===== config.mk =====
export PLATFORM = sky130hd
export DESIGN_NAME = ibc_master
export DESIGN_NICKNAME = d
export VERILOG_FILES = /design/src/ibc_pkg.sv /design/src/ibc_master.sv
export SDC_FILE = /design/constraint.sdc
export NUM_CORES = 1
export LEC_CHECK = 0
export ABC_AREA = 1
export BUFFER_PORTS_ARGS = -buffer_cell sky130_fd_sc_hd__clkbuf_2
export CAP_MARGIN = 10
export CORE_MARGIN = 2
export CORE_UTILIZATION = 62
export CTS_CLUSTER_DIAMETER = 50
export CTS_CLUSTER_SIZE = 16
export DETAILED_ROUTE_END_ITERATION = 12
export PLACE_DENSITY = 0.86
export SLEW_MARGIN = 20
export SYNTH_ARGS = -nofsm -noshare
export SYNTH_HDL_FRONTEND = slang
export SYNTH_SLANG_ARGS = --single-unit

===== constraint.sdc =====
create_clock -name clk_i -period 5.7 [get_ports clk_i]
set_input_delay 0.285 -clock clk_i [delete_from_list [all_inputs] [get_ports clk_i]]
set_output_delay 0.285 -clock clk_i [all_outputs]
set_load 0.005 [all_outputs]

===== src/ibc_pkg.sv =====
// Constants, types and state codes for the two-wire master with stop collision check.
// Assumes a single 125 MHz clock and an APB master with 32-bit data.
// Function
// - After SDA release and counter expiry, low SDA means bus collision.
// - After SCL release, SCL low before SDA rises means bus collision.
// - Stop begins with SDA driven low; SCL released once SDA reads low.
// - Once SCL reads high, load counter from reload register and count down.
// - Bit-rate counter clocks both two-wire master and SPI master modes.
// - Serial clock equals oscillator over four times reload plus one.
// - Writing the shift buffer starts the counter counting down.
// - Counter stops when operation ends; clock pin keeps its last level.
// - Counter reloads twice per serial clock period, timed by the mode.
// - On collision set collision flag and return port to idle.
// - Collision aborts sequences, releases both lines, clears request bits.
// - Clean stop: flag stop seen, one period later clear request, set event.
`default_nettype none
package ibc_pkg;
   ////////////////////////////////////////////////////////////////////////////
   localparam logic [7:0] ADDR_STATUS = 8'h00;
   localparam logic [7:0] ADDR_CTL1   = 8'h04;
   localparam logic [7:0] ADDR_CTL2   = 8'h08;
   localparam logic [7:0] ADDR_CTL3   = 8'h0c;
   localparam logic [7:0] ADDR_RELOAD = 8'h10;
   localparam logic [7:0] ADDR_BUF    = 8'h14;
   localparam logic [7:0] ADDR_MASK   = 8'h18;
   localparam logic [7:0] ADDR_FLAGS  = 8'h1c;
   localparam logic [7:0] RST_VAL     = 8'h00;
   ////////////////////////////////////////////////////////////////////////////
   localparam int STAT_STOP_BIT = 4;
   localparam int STAT_TX_BIT   = 2;
   localparam int STAT_BF_BIT   = 0;
   localparam int CTL1_EN_BIT   = 5;
   localparam int CTL2_STOP_BIT = 2;
   localparam int FLAG_COLL_BIT = 0;
   localparam int FLAG_PORT_BIT = 1;
   localparam int FLAG_WCOL_BIT = 2;
   localparam logic [3:0] MODE_I2C_MASTER = 4'h8;
   localparam logic [3:0] MODE_SPI_MASTER = 4'ha;
   // Oscillator clocks per counter step
   localparam logic [1:0] TICK_DIV = 2'h2;
   ////////////////////////////////////////////////////////////////////////////
   typedef enum logic [2:0] {
      ST_IDLE    = 3'b000,
      ST_SDA_LOW = 3'b001,
      ST_SCL_REL = 3'b010,
      ST_HOLD    = 3'b011,
      ST_SDA_REL = 3'b100,
      ST_FIN     = 3'b101,
      ST_XFER    = 3'b110
   } ibc_state_t;
   typedef struct packed {
      logic scl;
      logic sda;
   } ibc_pins_t;
endpackage
`default_nettype wire


===== src/ibc_master.sv =====
// Two-wire / SPI master core: bit-rate counter, byte shifter and stop sequencer.
// Assumes pins are open-drain in two-wire mode and inputs are already synchronous.
//
// Decided for this implementation: the APB register port and the register addresses.
`default_nettype none
module ibc_master #(
   parameter int DATA_W    = 8,
   parameter int BUF_DEPTH = 2
) (
   input  wire logic        clk_i,     // Oscillator clock
   input  wire logic        rst_i,     // Async reset, high
   input  wire logic        psel_i,    // APB select
   input  wire logic        penable_i, // APB enable
   input  wire logic        pwrite_i,  // APB write
   input  wire logic [7:0]  paddr_i,   // APB byte address
   input  wire logic [31:0] pwdata_i,  // APB write data
   output logic      [31:0] prdata_o,  // APB read data
   output logic             pready_o,  // APB ready
   output logic             pslverr_o, // APB error, unmapped
   input  wire logic        scl_i,     // Clock pin level
   output logic             scl_o,     // Clock pin drive value
   output logic             scl_oe_o,  // Clock pin drive enable
   input  wire logic        sda_i,     // Data pin level
   output logic             sda_o,     // Data pin drive value
   output logic             sda_oe_o   // Data pin drive enable
);
   localparam int PTR_W = (BUF_DEPTH > 1) ? $clog2(BUF_DEPTH) : 1;
   localparam int HB_W  = $clog2(2 * DATA_W) + 1;
   localparam logic [HB_W-1:0] HALVES = HB_W'(2 * DATA_W);

   function automatic logic addr_known(input logic [7:0] a);
      case (a)
         ibc_pkg::ADDR_STATUS, ibc_pkg::ADDR_CTL1, ibc_pkg::ADDR_CTL2,
         ibc_pkg::ADDR_CTL3, ibc_pkg::ADDR_RELOAD, ibc_pkg::ADDR_BUF,
         ibc_pkg::ADDR_MASK, ibc_pkg::ADDR_FLAGS: addr_known = 1'b1;
         default: addr_known = 1'b0;
      endcase
   endfunction

   function automatic logic [PTR_W-1:0] ptr_inc(input logic [PTR_W-1:0] p);
      ptr_inc = (p == PTR_W'(BUF_DEPTH - 1)) ? '0 : p + PTR_W'(1);
   endfunction

   ////////////////////////////////////////////////////////////////////////////
   logic [1:0] pre, next_pre;
   logic       tick;
   assign tick = (pre == ibc_pkg::TICK_DIV - 2'h1);
   always_comb
   begin
      next_pre = tick ? 2'h0 : pre + 2'h1;
   end
   always_ff @(posedge clk_i or posedge rst_i)
   begin
      if (rst_i) pre <= 2'h0;
      else       pre <= next_pre;
   end

   ////////////////////////////////////////////////////////////////////////////
   logic [7:0] ctl1, ctl2, ctl3, reload, mask, flags, next_ctl1, next_ctl2;
   logic [7:0] next_ctl3, next_reload, next_mask, next_flags, rd_mux;
   logic [31:0] next_prdata;
   logic       stop_seen, next_stop_seen, access, wr_en, stop_busy, buf_wr;
   logic       en, i2c_mode, spi_mode, coll, stop_done, stop_det, wcol, pop;
   logic       buf_valid, buf_ready;
   logic [DATA_W-1:0] buf_data, shreg;
   ibc_pkg::ibc_state_t state, next_state;

   assign en        = ctl1[ibc_pkg::CTL1_EN_BIT];
   assign i2c_mode  = en && ctl1[3:0] == ibc_pkg::MODE_I2C_MASTER;
   assign spi_mode  = en && ctl1[3:0] == ibc_pkg::MODE_SPI_MASTER;
   assign access    = psel_i && penable_i;
   assign stop_busy = ctl2[ibc_pkg::CTL2_STOP_BIT]
                      || (state != ibc_pkg::ST_IDLE && state != ibc_pkg::ST_XFER);
   assign buf_wr    = access && pwrite_i && paddr_i == ibc_pkg::ADDR_BUF;
   // A buffer write while full and no stop is busy stalls the bus until the shifter drains a word
   assign pready_o  = !(buf_wr && !stop_busy && !buf_ready);
   assign pslverr_o = access && !addr_known(paddr_i);
   assign wr_en     = access && pwrite_i && pready_o && addr_known(paddr_i);
   assign wcol      = wr_en && buf_wr && stop_busy;

   always_comb
   begin
      rd_mux = 8'h00;
      unique case (paddr_i)
         ibc_pkg::ADDR_STATUS:
         begin
            rd_mux[ibc_pkg::STAT_STOP_BIT] = stop_seen;
            rd_mux[ibc_pkg::STAT_TX_BIT]   = (state == ibc_pkg::ST_XFER);
            rd_mux[ibc_pkg::STAT_BF_BIT]   = buf_valid;
         end
         ibc_pkg::ADDR_CTL1:   rd_mux = ctl1;
         ibc_pkg::ADDR_CTL2:   rd_mux = ctl2;
         ibc_pkg::ADDR_CTL3:   rd_mux = ctl3;
         ibc_pkg::ADDR_RELOAD: rd_mux = reload;
         ibc_pkg::ADDR_BUF:    rd_mux = 8'(shreg);
         ibc_pkg::ADDR_MASK:   rd_mux = mask;
         ibc_pkg::ADDR_FLAGS:  rd_mux = flags;
         default:              rd_mux = 8'h00;
      endcase
      // Read data is captured in the setup cycle and shown in the access cycle
      next_prdata = (psel_i && !penable_i) ? {24'h000000, rd_mux} : prdata_o;
      next_ctl1   = (wr_en && paddr_i == ibc_pkg::ADDR_CTL1) ? pwdata_i[7:0] : ctl1;
      next_ctl2   = (wr_en && paddr_i == ibc_pkg::ADDR_CTL2) ? pwdata_i[7:0] : ctl2;
      next_ctl3   = (wr_en && paddr_i == ibc_pkg::ADDR_CTL3) ? pwdata_i[7:0] : ctl3;
      next_reload = (wr_en && paddr_i == ibc_pkg::ADDR_RELOAD) ? pwdata_i[7:0] : reload;
      next_mask   = (wr_en && paddr_i == ibc_pkg::ADDR_MASK) ? pwdata_i[7:0] : mask;
      if (coll || stop_done)
         next_ctl2[ibc_pkg::CTL2_STOP_BIT] = 1'b0;
      next_flags = flags;
      if (wr_en && paddr_i == ibc_pkg::ADDR_FLAGS)
         next_flags = flags & ~pwdata_i[7:0];
      // Hardware sets win over a clear in the same cycle
      if (coll)
         next_flags[ibc_pkg::FLAG_COLL_BIT] = 1'b1;
      if (stop_done)
         next_flags[ibc_pkg::FLAG_PORT_BIT] = 1'b1;
      if (wcol)
         next_flags[ibc_pkg::FLAG_WCOL_BIT] = 1'b1;
      next_stop_seen = stop_seen;
      if (!en || pop)
         next_stop_seen = 1'b0;
      if (stop_det)
         next_stop_seen = 1'b1;
   end
   always_ff @(posedge clk_i or posedge rst_i)
   begin
      if (rst_i)
      begin
         prdata_o  <= 32'h00000000;
         ctl1      <= ibc_pkg::RST_VAL;
         ctl2      <= ibc_pkg::RST_VAL;
         ctl3      <= ibc_pkg::RST_VAL;
         reload    <= ibc_pkg::RST_VAL;
         mask      <= ibc_pkg::RST_VAL;
         flags     <= ibc_pkg::RST_VAL;
         stop_seen <= 1'b0;
      end
      else
      begin
         prdata_o  <= next_prdata;
         ctl1      <= next_ctl1;
         ctl2      <= next_ctl2;
         ctl3      <= next_ctl3;
         reload    <= next_reload;
         mask      <= next_mask;
         flags     <= next_flags;
         stop_seen <= next_stop_seen;
      end
   end

   ////////////////////////////////////////////////////////////////////////////
   logic [DATA_W-1:0] mem [BUF_DEPTH];
   logic [DATA_W-1:0] next_mem [BUF_DEPTH];
   logic [PTR_W-1:0]  wptr, rptr, next_wptr, next_rptr;
   logic [PTR_W:0]    fill, next_fill;
   logic              push;

   assign buf_valid = (fill != '0);
   assign buf_ready = (fill != (PTR_W + 1)'(BUF_DEPTH));
   assign buf_data  = mem[rptr];
   assign push      = wr_en && buf_wr && !stop_busy;
   assign pop       = buf_valid && state == ibc_pkg::ST_IDLE
                      && (i2c_mode || spi_mode) && !ctl2[ibc_pkg::CTL2_STOP_BIT];
   always_comb
   begin
      next_mem  = mem;
      next_wptr = wptr;
      next_rptr = rptr;
      next_fill = fill;
      if (push)
      begin
         next_mem[wptr] = pwdata_i[DATA_W-1:0];
         next_wptr      = ptr_inc(wptr);
      end
      if (pop)
         next_rptr = ptr_inc(rptr);
      next_fill = fill + (PTR_W + 1)'(push) - (PTR_W + 1)'(pop);
   end
   always_ff @(posedge clk_i or posedge rst_i)
   begin
      if (rst_i)
      begin
         for (int i = 0; i < BUF_DEPTH; i++) mem[i] <= '0;
         wptr <= '0;
         rptr <= '0;
         fill <= '0;
      end
      else
      begin
         mem  <= next_mem;
         wptr <= next_wptr;
         rptr <= next_rptr;
         fill <= next_fill;
      end
   end

   ////////////////////////////////////////////////////////////////////////////
   logic [7:0]        cnt, next_cnt;
   logic [HB_W-1:0]   halves, next_halves;
   logic [DATA_W-1:0] next_shreg;
   ibc_pkg::ibc_pins_t lvl, next_lvl;
   logic              load, expire;

   assign expire = tick && cnt == 8'h00 && state != ibc_pkg::ST_IDLE;
   always_comb
   begin
      next_state  = state;
      next_lvl    = lvl;
      next_shreg  = shreg;
      next_halves = halves;
      load        = 1'b0;
      coll        = 1'b0;
      stop_det    = 1'b0;
      stop_done   = 1'b0;
      unique case (state)
         ibc_pkg::ST_IDLE:
            if (i2c_mode && ctl2[ibc_pkg::CTL2_STOP_BIT])
            begin
               next_lvl.sda = 1'b0;
               next_state   = ibc_pkg::ST_SDA_LOW;
            end
            else if (pop)
            begin
               load        = 1'b1;
               next_shreg  = buf_data;
               next_halves = '0;
               next_lvl    = '{scl: 1'b0, sda: buf_data[DATA_W-1]};
               next_state  = ibc_pkg::ST_XFER;
            end
         ibc_pkg::ST_XFER:
            if (expire)
            begin
               load         = 1'b1;
               next_lvl.scl = !lvl.scl;
               next_halves  = halves + HB_W'(1);
               if (lvl.scl)
               begin
                  next_shreg   = shreg << 1;
                  next_lvl.sda = shreg[DATA_W-2];
               end
               // Clock pin then keeps its last level until the next operation
               if (next_halves == HALVES)
                  next_state = ibc_pkg::ST_IDLE;
            end
         ibc_pkg::ST_SDA_LOW:
            if (!sda_i)
            begin
               next_lvl.scl = 1'b1;
               next_state   = ibc_pkg::ST_SCL_REL;
            end
         ibc_pkg::ST_SCL_REL:
            // Waits out a slave that stretches the clock
            if (scl_i)
            begin
               load       = 1'b1;
               next_state = ibc_pkg::ST_HOLD;
            end
         ibc_pkg::ST_HOLD:
            if (!scl_i)
               coll = 1'b1;
            else if (expire)
            begin
               load         = 1'b1;
               next_lvl.sda = 1'b1;
               next_state   = ibc_pkg::ST_SDA_REL;
            end
         ibc_pkg::ST_SDA_REL:
            if (!scl_i && !sda_i)
               coll = 1'b1;
            else if (expire)
            begin
               if (!sda_i)
                  coll = 1'b1;
               else if (scl_i)
               begin
                  stop_det   = 1'b1;
                  load       = 1'b1;
                  next_state = ibc_pkg::ST_FIN;
               end
            end
         ibc_pkg::ST_FIN:
            if (expire)
            begin
               stop_done  = 1'b1;
               next_state = ibc_pkg::ST_IDLE;
            end
         default: next_state = ibc_pkg::ST_IDLE;
      endcase
      if (coll)
      begin
         next_lvl   = '{scl: 1'b1, sda: 1'b1};
         next_state = ibc_pkg::ST_IDLE;
      end
      if (!en)
      begin
         next_lvl   = '{scl: 1'b1, sda: 1'b1};
         next_state = ibc_pkg::ST_IDLE;
      end
      next_cnt = cnt;
      if (load)
         next_cnt = reload;
      else if (tick && cnt != 8'h00 && state != ibc_pkg::ST_IDLE)
         next_cnt = cnt - 8'h01;
   end
   always_ff @(posedge clk_i or posedge rst_i)
   begin
      if (rst_i)
      begin
         state  <= ibc_pkg::ST_IDLE;
         lvl    <= '{scl: 1'b1, sda: 1'b1};
         shreg  <= '0;
         halves <= '0;
         cnt    <= 8'h00;
      end
      else
      begin
         state  <= next_state;
         lvl    <= next_lvl;
         shreg  <= next_shreg;
         halves <= next_halves;
         cnt    <= next_cnt;
      end
   end

   // Open drain in two-wire mode, push-pull in SPI mode
   assign scl_o    = spi_mode ? lvl.scl : 1'b0;
   assign sda_o    = spi_mode ? lvl.sda : 1'b0;
   assign scl_oe_o = spi_mode || (en && !lvl.scl);
   assign sda_oe_o = spi_mode || (en && !lvl.sda);

   ////////////////////////////////////////////////////////////////////////////
   logic [9:0] gap;
   always_ff @(posedge clk_i or posedge rst_i)
   begin
      if (rst_i)                gap <= 10'h001;
      else if (lvl.scl != next_lvl.scl) gap <= 10'h001;
      else                      gap <= gap + 10'h001;
   end
endmodule
`default_nettype wire


==> impl_metrics.ini, run 1 <==
[outcome]
outcome = completed

[synth]
synth-compound-area-share = 0.1113
ys_seq_area_frac = 0.4508
ys_types = 41
avgSynthCellArea_um2 = 7.597
synth_area_leaders = dfrtp_1, nand2_1, o21ai_0, inv_1, nor2_1
synthAdderAreaFrac = 0.01072
yosysTopAreaCell = dfrtp_1
postSynthCellCount = 768
synth_top_family_by_area = simple AND/OR/NAND/NOR gates
synth_mux_area_frac = 0.005147
netlist_area_um2 = 5834
ys_async_sr_fraction = 1.000
synth-simple-area-share = 0.2887
ys_warn_count = 0
synth_top_cell_area_share = 0.4418
synth-edff-count = 0
ys_seq_elements = 105
synth_xor_area_frac = 0.01801
synth_ff_type = dfrtp_1

[finish]
fin_nets = 846
final_cells = 910
synthToLayoutAreaGrowth_pct = 5.855
drive_gt1_frac = 0.1164
fin_util = 0.6716
antenna_cells = 0
fillerInstances = 776

[place]
place_inst = 893
dp_hpwl_um = 10140
io_buffers = 36
dpl_worst_slack_ns = 3.142
gp_congestion = 0.9626

[cts]
clock_latency_ns = 0.37
cts_resized = 0
cts_max_level = 3
cts_root_buf = clkbuf_8
path_clk_slew_ns = 0.10
cts_sinks = 105
numCtsBuffers = 9
cts_buffer_depth = 2
cts_tree = built

[worst_hold_path]
hold_path_end = mem[6]
hold_class = in2reg
worstHoldStart = pwdata_i[6]
hold_depth = 3

[global_routing]
grt_max_degree = 67
grt_use_total = 0.2969
grt-ovfl-total = 0
grt_pass1_wl_um = 23490
grt_pass1_vias = 4950
antenna_found_initial = 0

[critical_path]
arrival_ns = 2.90
cp-start-kind = register
regToRegSetupSlack_ns = 3.10
critPathRequiredTime_ns = 6.00
crit_chain = nand3_4 -> nand2_4 -> nand2_1 -> inv_1 -> nand4_2 -> ha_1 -> inv_1 -> ha_1 -> xnor2_1 -> xor2_1
r2r_cells = 10
timing.rr.end = fill[1]
r2r_start = state[1]
critPathMaxFanout = 18
max_stage_delay_ns = 0.58
crit_path_top_delay_cell = dfrtp_1
end_kind = register
crit_start = state[1]
worstSetupPathType = reg2reg

[power_and_ir_drop]
power_frac_comb = 0.301
p_clk_frac = 0.251
vdd_ir_drop_max_uv = 214.8
seqPwrFrac = 0.448
powerDensity_nw_per_um2 = 315.2
p_leak_uw = 0.003446
intPower_uw = 1239
p_sw_frac = 0.3633
p_switching_uw = 707.1

[floorplan]
coreArea_um2 = 9196
start_util = 0.6344
fp.dieH_um = 101.0
num_rows = 35
die_w_um = 101.0
dieArea_um2 = 10200
io_pins = 85

[sta]
setup_violations = 0
worst_slew_pin_slew_ns = 0.8305
max_slew_margin = 0.4463
fmax_mhz = 384.1
finalHoldViolations = 0
maxSlewViolCount = 0
clock_skew_ns = 0.01457
whs_ns = 0.2797
rsz0062_at_grt = no
period_minus_slack_ns = 2.604
period_share = 0.4568
fin_tns_setup_ns = 0
worst_slack_ns = 3.096

[detailed_routing]
ant_nets = 0
drc = 0
routed_via_density = 5.592
wirelength_um = 13750
wl_per_cell_um = 15.11
dr_total_vias = 5089
drt-initial-drc-count = 347
dr.pass1.iters = 5

[job]
cap_viol_max_count = 0
==> worst max-delay path by stage <==
| stage | endpoint | slack, ns | cells past startpoint |
|---|---|---|---|
| floorplan | cnt[0] | 2.66 | 1 |
| CTS | fill[1] | 3.12 | 10 |
| finish | fill[1] | 3.10 | 10 |
| global route | fill[1] | 2.92 | 10 |
| global placement | fill[1] | 3.24 | 10 |
| detailed placement | fill[1] | 3.14 | 10 |
==> metrics by stage <==
stage	cell area [um^2]	total power (uW)
final	6176	1947
after global routing	6176	2089
after CTS	6176	1947
after detailed placement	5956	1468
after global placement	5956	1441
after floorplan	5921	1352
==> layout by cell type (no fill, tap or decap), drive strengths merged, types with 2 or more instances in the layout <==
cell type | synthesis | layout
clkbuf | 5 | 46
nand2 | 233 | 233
o21ai | 91 | 91
nor2 | 72 | 72
nand4 | 21 | 21
buf | 42 | 2
mux2i | 3 | 3
xor2 | 6 | 6
a21oi | 14 | 14
xnor2 | 6 | 6
clkinv | 2 | 4
ha | 5 | 5
a31oi | 2 | 2
nand3b | 3 | 3
dfrtp | 103 | 103
nor3 | 5 | 5
nand3 | 39 | 39
dfstp | 2 | 2
conb | 1 | 24
o22ai | 13 | 13
inv | 96 | 98
==> sequential cells by signal (all words and copies together) (netlist names) <==
| name | cells |
|---|---|
| halves | 5 |
| shreg | 8 |
| mask | 8 |
| cnt | 8 |
| stop_seen | 1 |
| state | 3 |
| lvl | 2 |
| wptr | 1 |
| reload | 8 |
| pre | 2 |
| ctl1 | 8 |
| flags | 8 |
| prdata_o | 8 |
| ctl3 | 8 |
| fill | 2 |
| rptr | 1 |
| mem | 16 |
| ctl2 | 8 |
==> cell families after synthesis <==
kind of cell | Yosys count
and+or+nand+nor | 375
buffers and inverters | 145
AOI/OAI and AO/OA | 122
DFF | 105
xor gates and xnor gates | 12
adders and majority gates | 5
muxes | 3
other | 1
==> Yosys cell counts (all sizes together), types with 2 or more instances <==
master  number
nand2      233
dfrtp      103
inv         96
o21ai       91
nor2        72
buf         42
nand3       39
nand4       21
a21oi       14
o22ai       13
xnor2        6
xor2         6
clkbuf       5
ha           5
nor3         5
mux2i        3
nand3b       3
a31oi        2
clkinv       2
dfstp        2
==> layer usage <==
layer / vias to the layer above / GRT usage / wire length (um)
met1: 2412 / 0.3971 / 5752
met3: 32 / 0.05617 / 1015
met5: - / 0 / 0
li1: 2445 / - / -
met4: 0 / 0.1029 / 380
met2: 200 / 0.4877 / 6603
==> layout make-up <==
type | count | area [um^2] | area share
clock inverters | 6 | 72.57 | 0.01175
well taps | 111 | 138.9 | 0.02249
flip-flops and latches | 105 | 2630 | 0.4259
multi-input cells | 541 | 2621 | 0.4244
clock buffers | 10 | 137.6 | 0.02229
inverters | 98 | 370.4 | 0.05997
repair buffers | 39 | 205.2 | 0.03323
==> power groups by stage <==
stage	sequential (uW)	clock, uW	combinational, uW
after floorplan	861	0	491
after global placement	880	0	561
after global routing	881	523	685
final	872	488	587
after CTS	871	490	586
after detailed placement	884	0	584
==> worst max-delay path, delay by kind of cell, from the launching register on <==
kind	cells	cell delay, ns
xor+xnor	2	0.32
fa+ha+maj	2	0.59
flops	1	0.58
buf+inv	2	0.13
simple gates	4	0.89
==> timing repair <==
action                                  4_1_cts  5_1_grt
endpoints found under the setup margin        0        0
hold buffers                                  1        0
hold endpoints to repair                     37        0
buffers inserted                              0        0
(Power assumes the default switching activity.)
==> inputs of run 2 (changes only) <==
Settings changed: CORE_UTILIZATION 62 to 58, PLACE_DENSITY 0.86 to 0.81.
Clock period 5.7 ns to 2.5 ns, I/O delays scaled along.
==> run 2 against run 1 <==
Net effect: final cell count grew 2.9%; fmax up 15%; power is 130% higher; count of clock-buffer cells in the layout grew 2; critical endpoint unchanged; largest cell class unchanged; highest routed layer unchanged.
==> impl_metrics.ini, run 2 (synthesized netlist as in run 1, its figures left out) <==
[cts]
cts_tree = built
cts_buffer_depth = 2
cts_max_level = 3
cts_resized = 0
cts_sinks = 105
path_clk_slew_ns = 0.10
cts_root_buf = clkbuf_8
clock_latency_ns = 0.37
numCtsBuffers = 9

[sta]
period_share = 0.9054
rsz0062_at_grt = no
setup_violations = 0
max_slew_margin = 0.4704
fmax_mhz = 441.8
worst_slew_pin_slew_ns = 0.7892
finalHoldViolations = 0
period_minus_slack_ns = 2.264
clock_skew_ns = 0.01029
maxSlewViolCount = 0
fin_tns_setup_ns = 0
whs_ns = 0.1078

[global_routing]
grt_pass1_wl_um = 22580
grt_max_degree = 33
grt_use_total = 0.2613
antenna_found_initial = 0
grt_pass1_vias = 4766
grt-ovfl-total = 0

[detailed_routing]
drc = 0
wirelength_um = 13480
ant_nets = 0
dr_total_vias = 5015
drt-initial-drc-count = 405
routed_via_density = 5.358
wl_per_cell_um = 14.40
dr.pass1.iters = 5

[finish]
mostFrequentLayoutCells = nand2_1, dfrtp_1, inv_1
top_register = mem
antenna_cells = 0
drive_gt1_frac = 0.1196
layout_commonest_cell = nand2_1
synthToLayoutAreaGrowth_pct = 7.420
fin_nets = 850
fillerInstances = 870
largest_reg_flops = 16

[critical_path]
critPathMaxFanout = 18
arrival_ns = 2.55
crit_buf_inv = 2
worstSetupPathType = reg2reg
max_stage_delay_ns = 0.55
endpoint = fill[1]
crit_chain = nand3_4 -> nand2_4 -> nand2_1 -> inv_1 -> nand4_2 -> ha_1 -> inv_1 -> ha_1 -> xnor2_1 -> xor2_1
crit_family = simple AND/OR/NAND/NOR gates
crit_start = state[1]
crit_path_top_delay_cell = dfrtp_1
regToRegSetupSlack_ns = 0.24
critPathRequiredTime_ns = 2.79
r2r_cells = 10
cp-start-kind = register
timing.rr.end = fill[1]
worst-path-stages = 10
r2r_start = state[1]
end_kind = register

[floorplan]
start_util = 0.5969
coreArea_um2 = 9774
fp.dieH_um = 104.3
dieArea_um2 = 10880
die_w_um = 104.3
num_rows = 36
io_pins = 85

[outcome]
outcome = completed

[job]
cap_viol_max_count = 0

[power_and_ir_drop]
vdd_ir_drop_max_uv = 405.5
p_leak_uw = 0.003468
powerDensity_nw_per_um2 = 718.3

[place]
gp_congestion = 0.9508
dp_hpwl_um = 10130
io_buffers = 36

[worst_hold_path]
hold_class = in2reg
## run 2: changes by cell type in the layout (fill, tap and decap cells not counted), sizes merged
cell,delta
clkinv,-2
bufinv,+1
clkinvlp,+2
clkbuf,+2
buf,+4
inv,-3
## run 2: power by group
group	internal [uW]	switching [uW]	total [uW]	leakage, uW
clock	620	565	1180	0.000109
sequential	1830	142	1980	0.00121
combinational	487	853	1340	0.00215
## run 2: metal layers
metal | vias up | wire [um] | track usage
li1 | 2455 | - | -
met1 | 2341 | 5894 | 0.3489
met2 | 184 | 6305 | 0.4239
met3 | 35 | 802 | 0.04261
met4 | 0 | 482 | 0.1091
met5 | - | 0 | 0
## run 2: what timing repair did
action                    CTS  global route
hold buffers                1             0
setup buffers               0             0
hold endpoints to repair   27             0
## run 2: through the flow
stage	setup slack, ns	utilization	cell area (um^2)	total power (uW)	std cells
after floorplan	0.4065	-	5924	3084	791
after global placement	0.2422	0.6166	6027	3297	919
after detailed placement	0.1361	0.6166	6027	3340	919
after CTS	0.1130	0.6412	6267	4523	936
after global routing	0.06302	0.6412	6267	4792	936
final	0.2364	0.6412	6267	4502	936
## run 2: cell type report
type / count / area (um^2) / area share
Multi-Input combinational cell: 541 / 2621 / 0.4182
Sequential cell: 105 / 2630 / 0.4196
Timing Repair Buffer: 43 / 247.7 / 0.03953
Clock buffer: 12 / 155.1 / 0.02476
Tap cell: 133 / 166.4 / 0.02655
Clock inverter: 4 / 75.07 / 0.01198
Inverter: 98 / 371.6 / 0.05929
## run 2: worst min-delay path by stage
stage / slack (ns) / depth (start not counted) / startpoint / endpoint
after floorplan: 0.35 / 2 / psel_i / pslverr_o
after global placement: 0.23 / 2 / rst_i / flags[5]
after detailed placement: 0.24 / 2 / rst_i / mem[1]
after CTS: 0.1 / 2 / pwdata_i[7] / flags[7]
after global routing: 0.11 / 2 / pwdata_i[7] / flags[7]
final: 0.11 / 2 / pwdata_i[7] / flags[7]
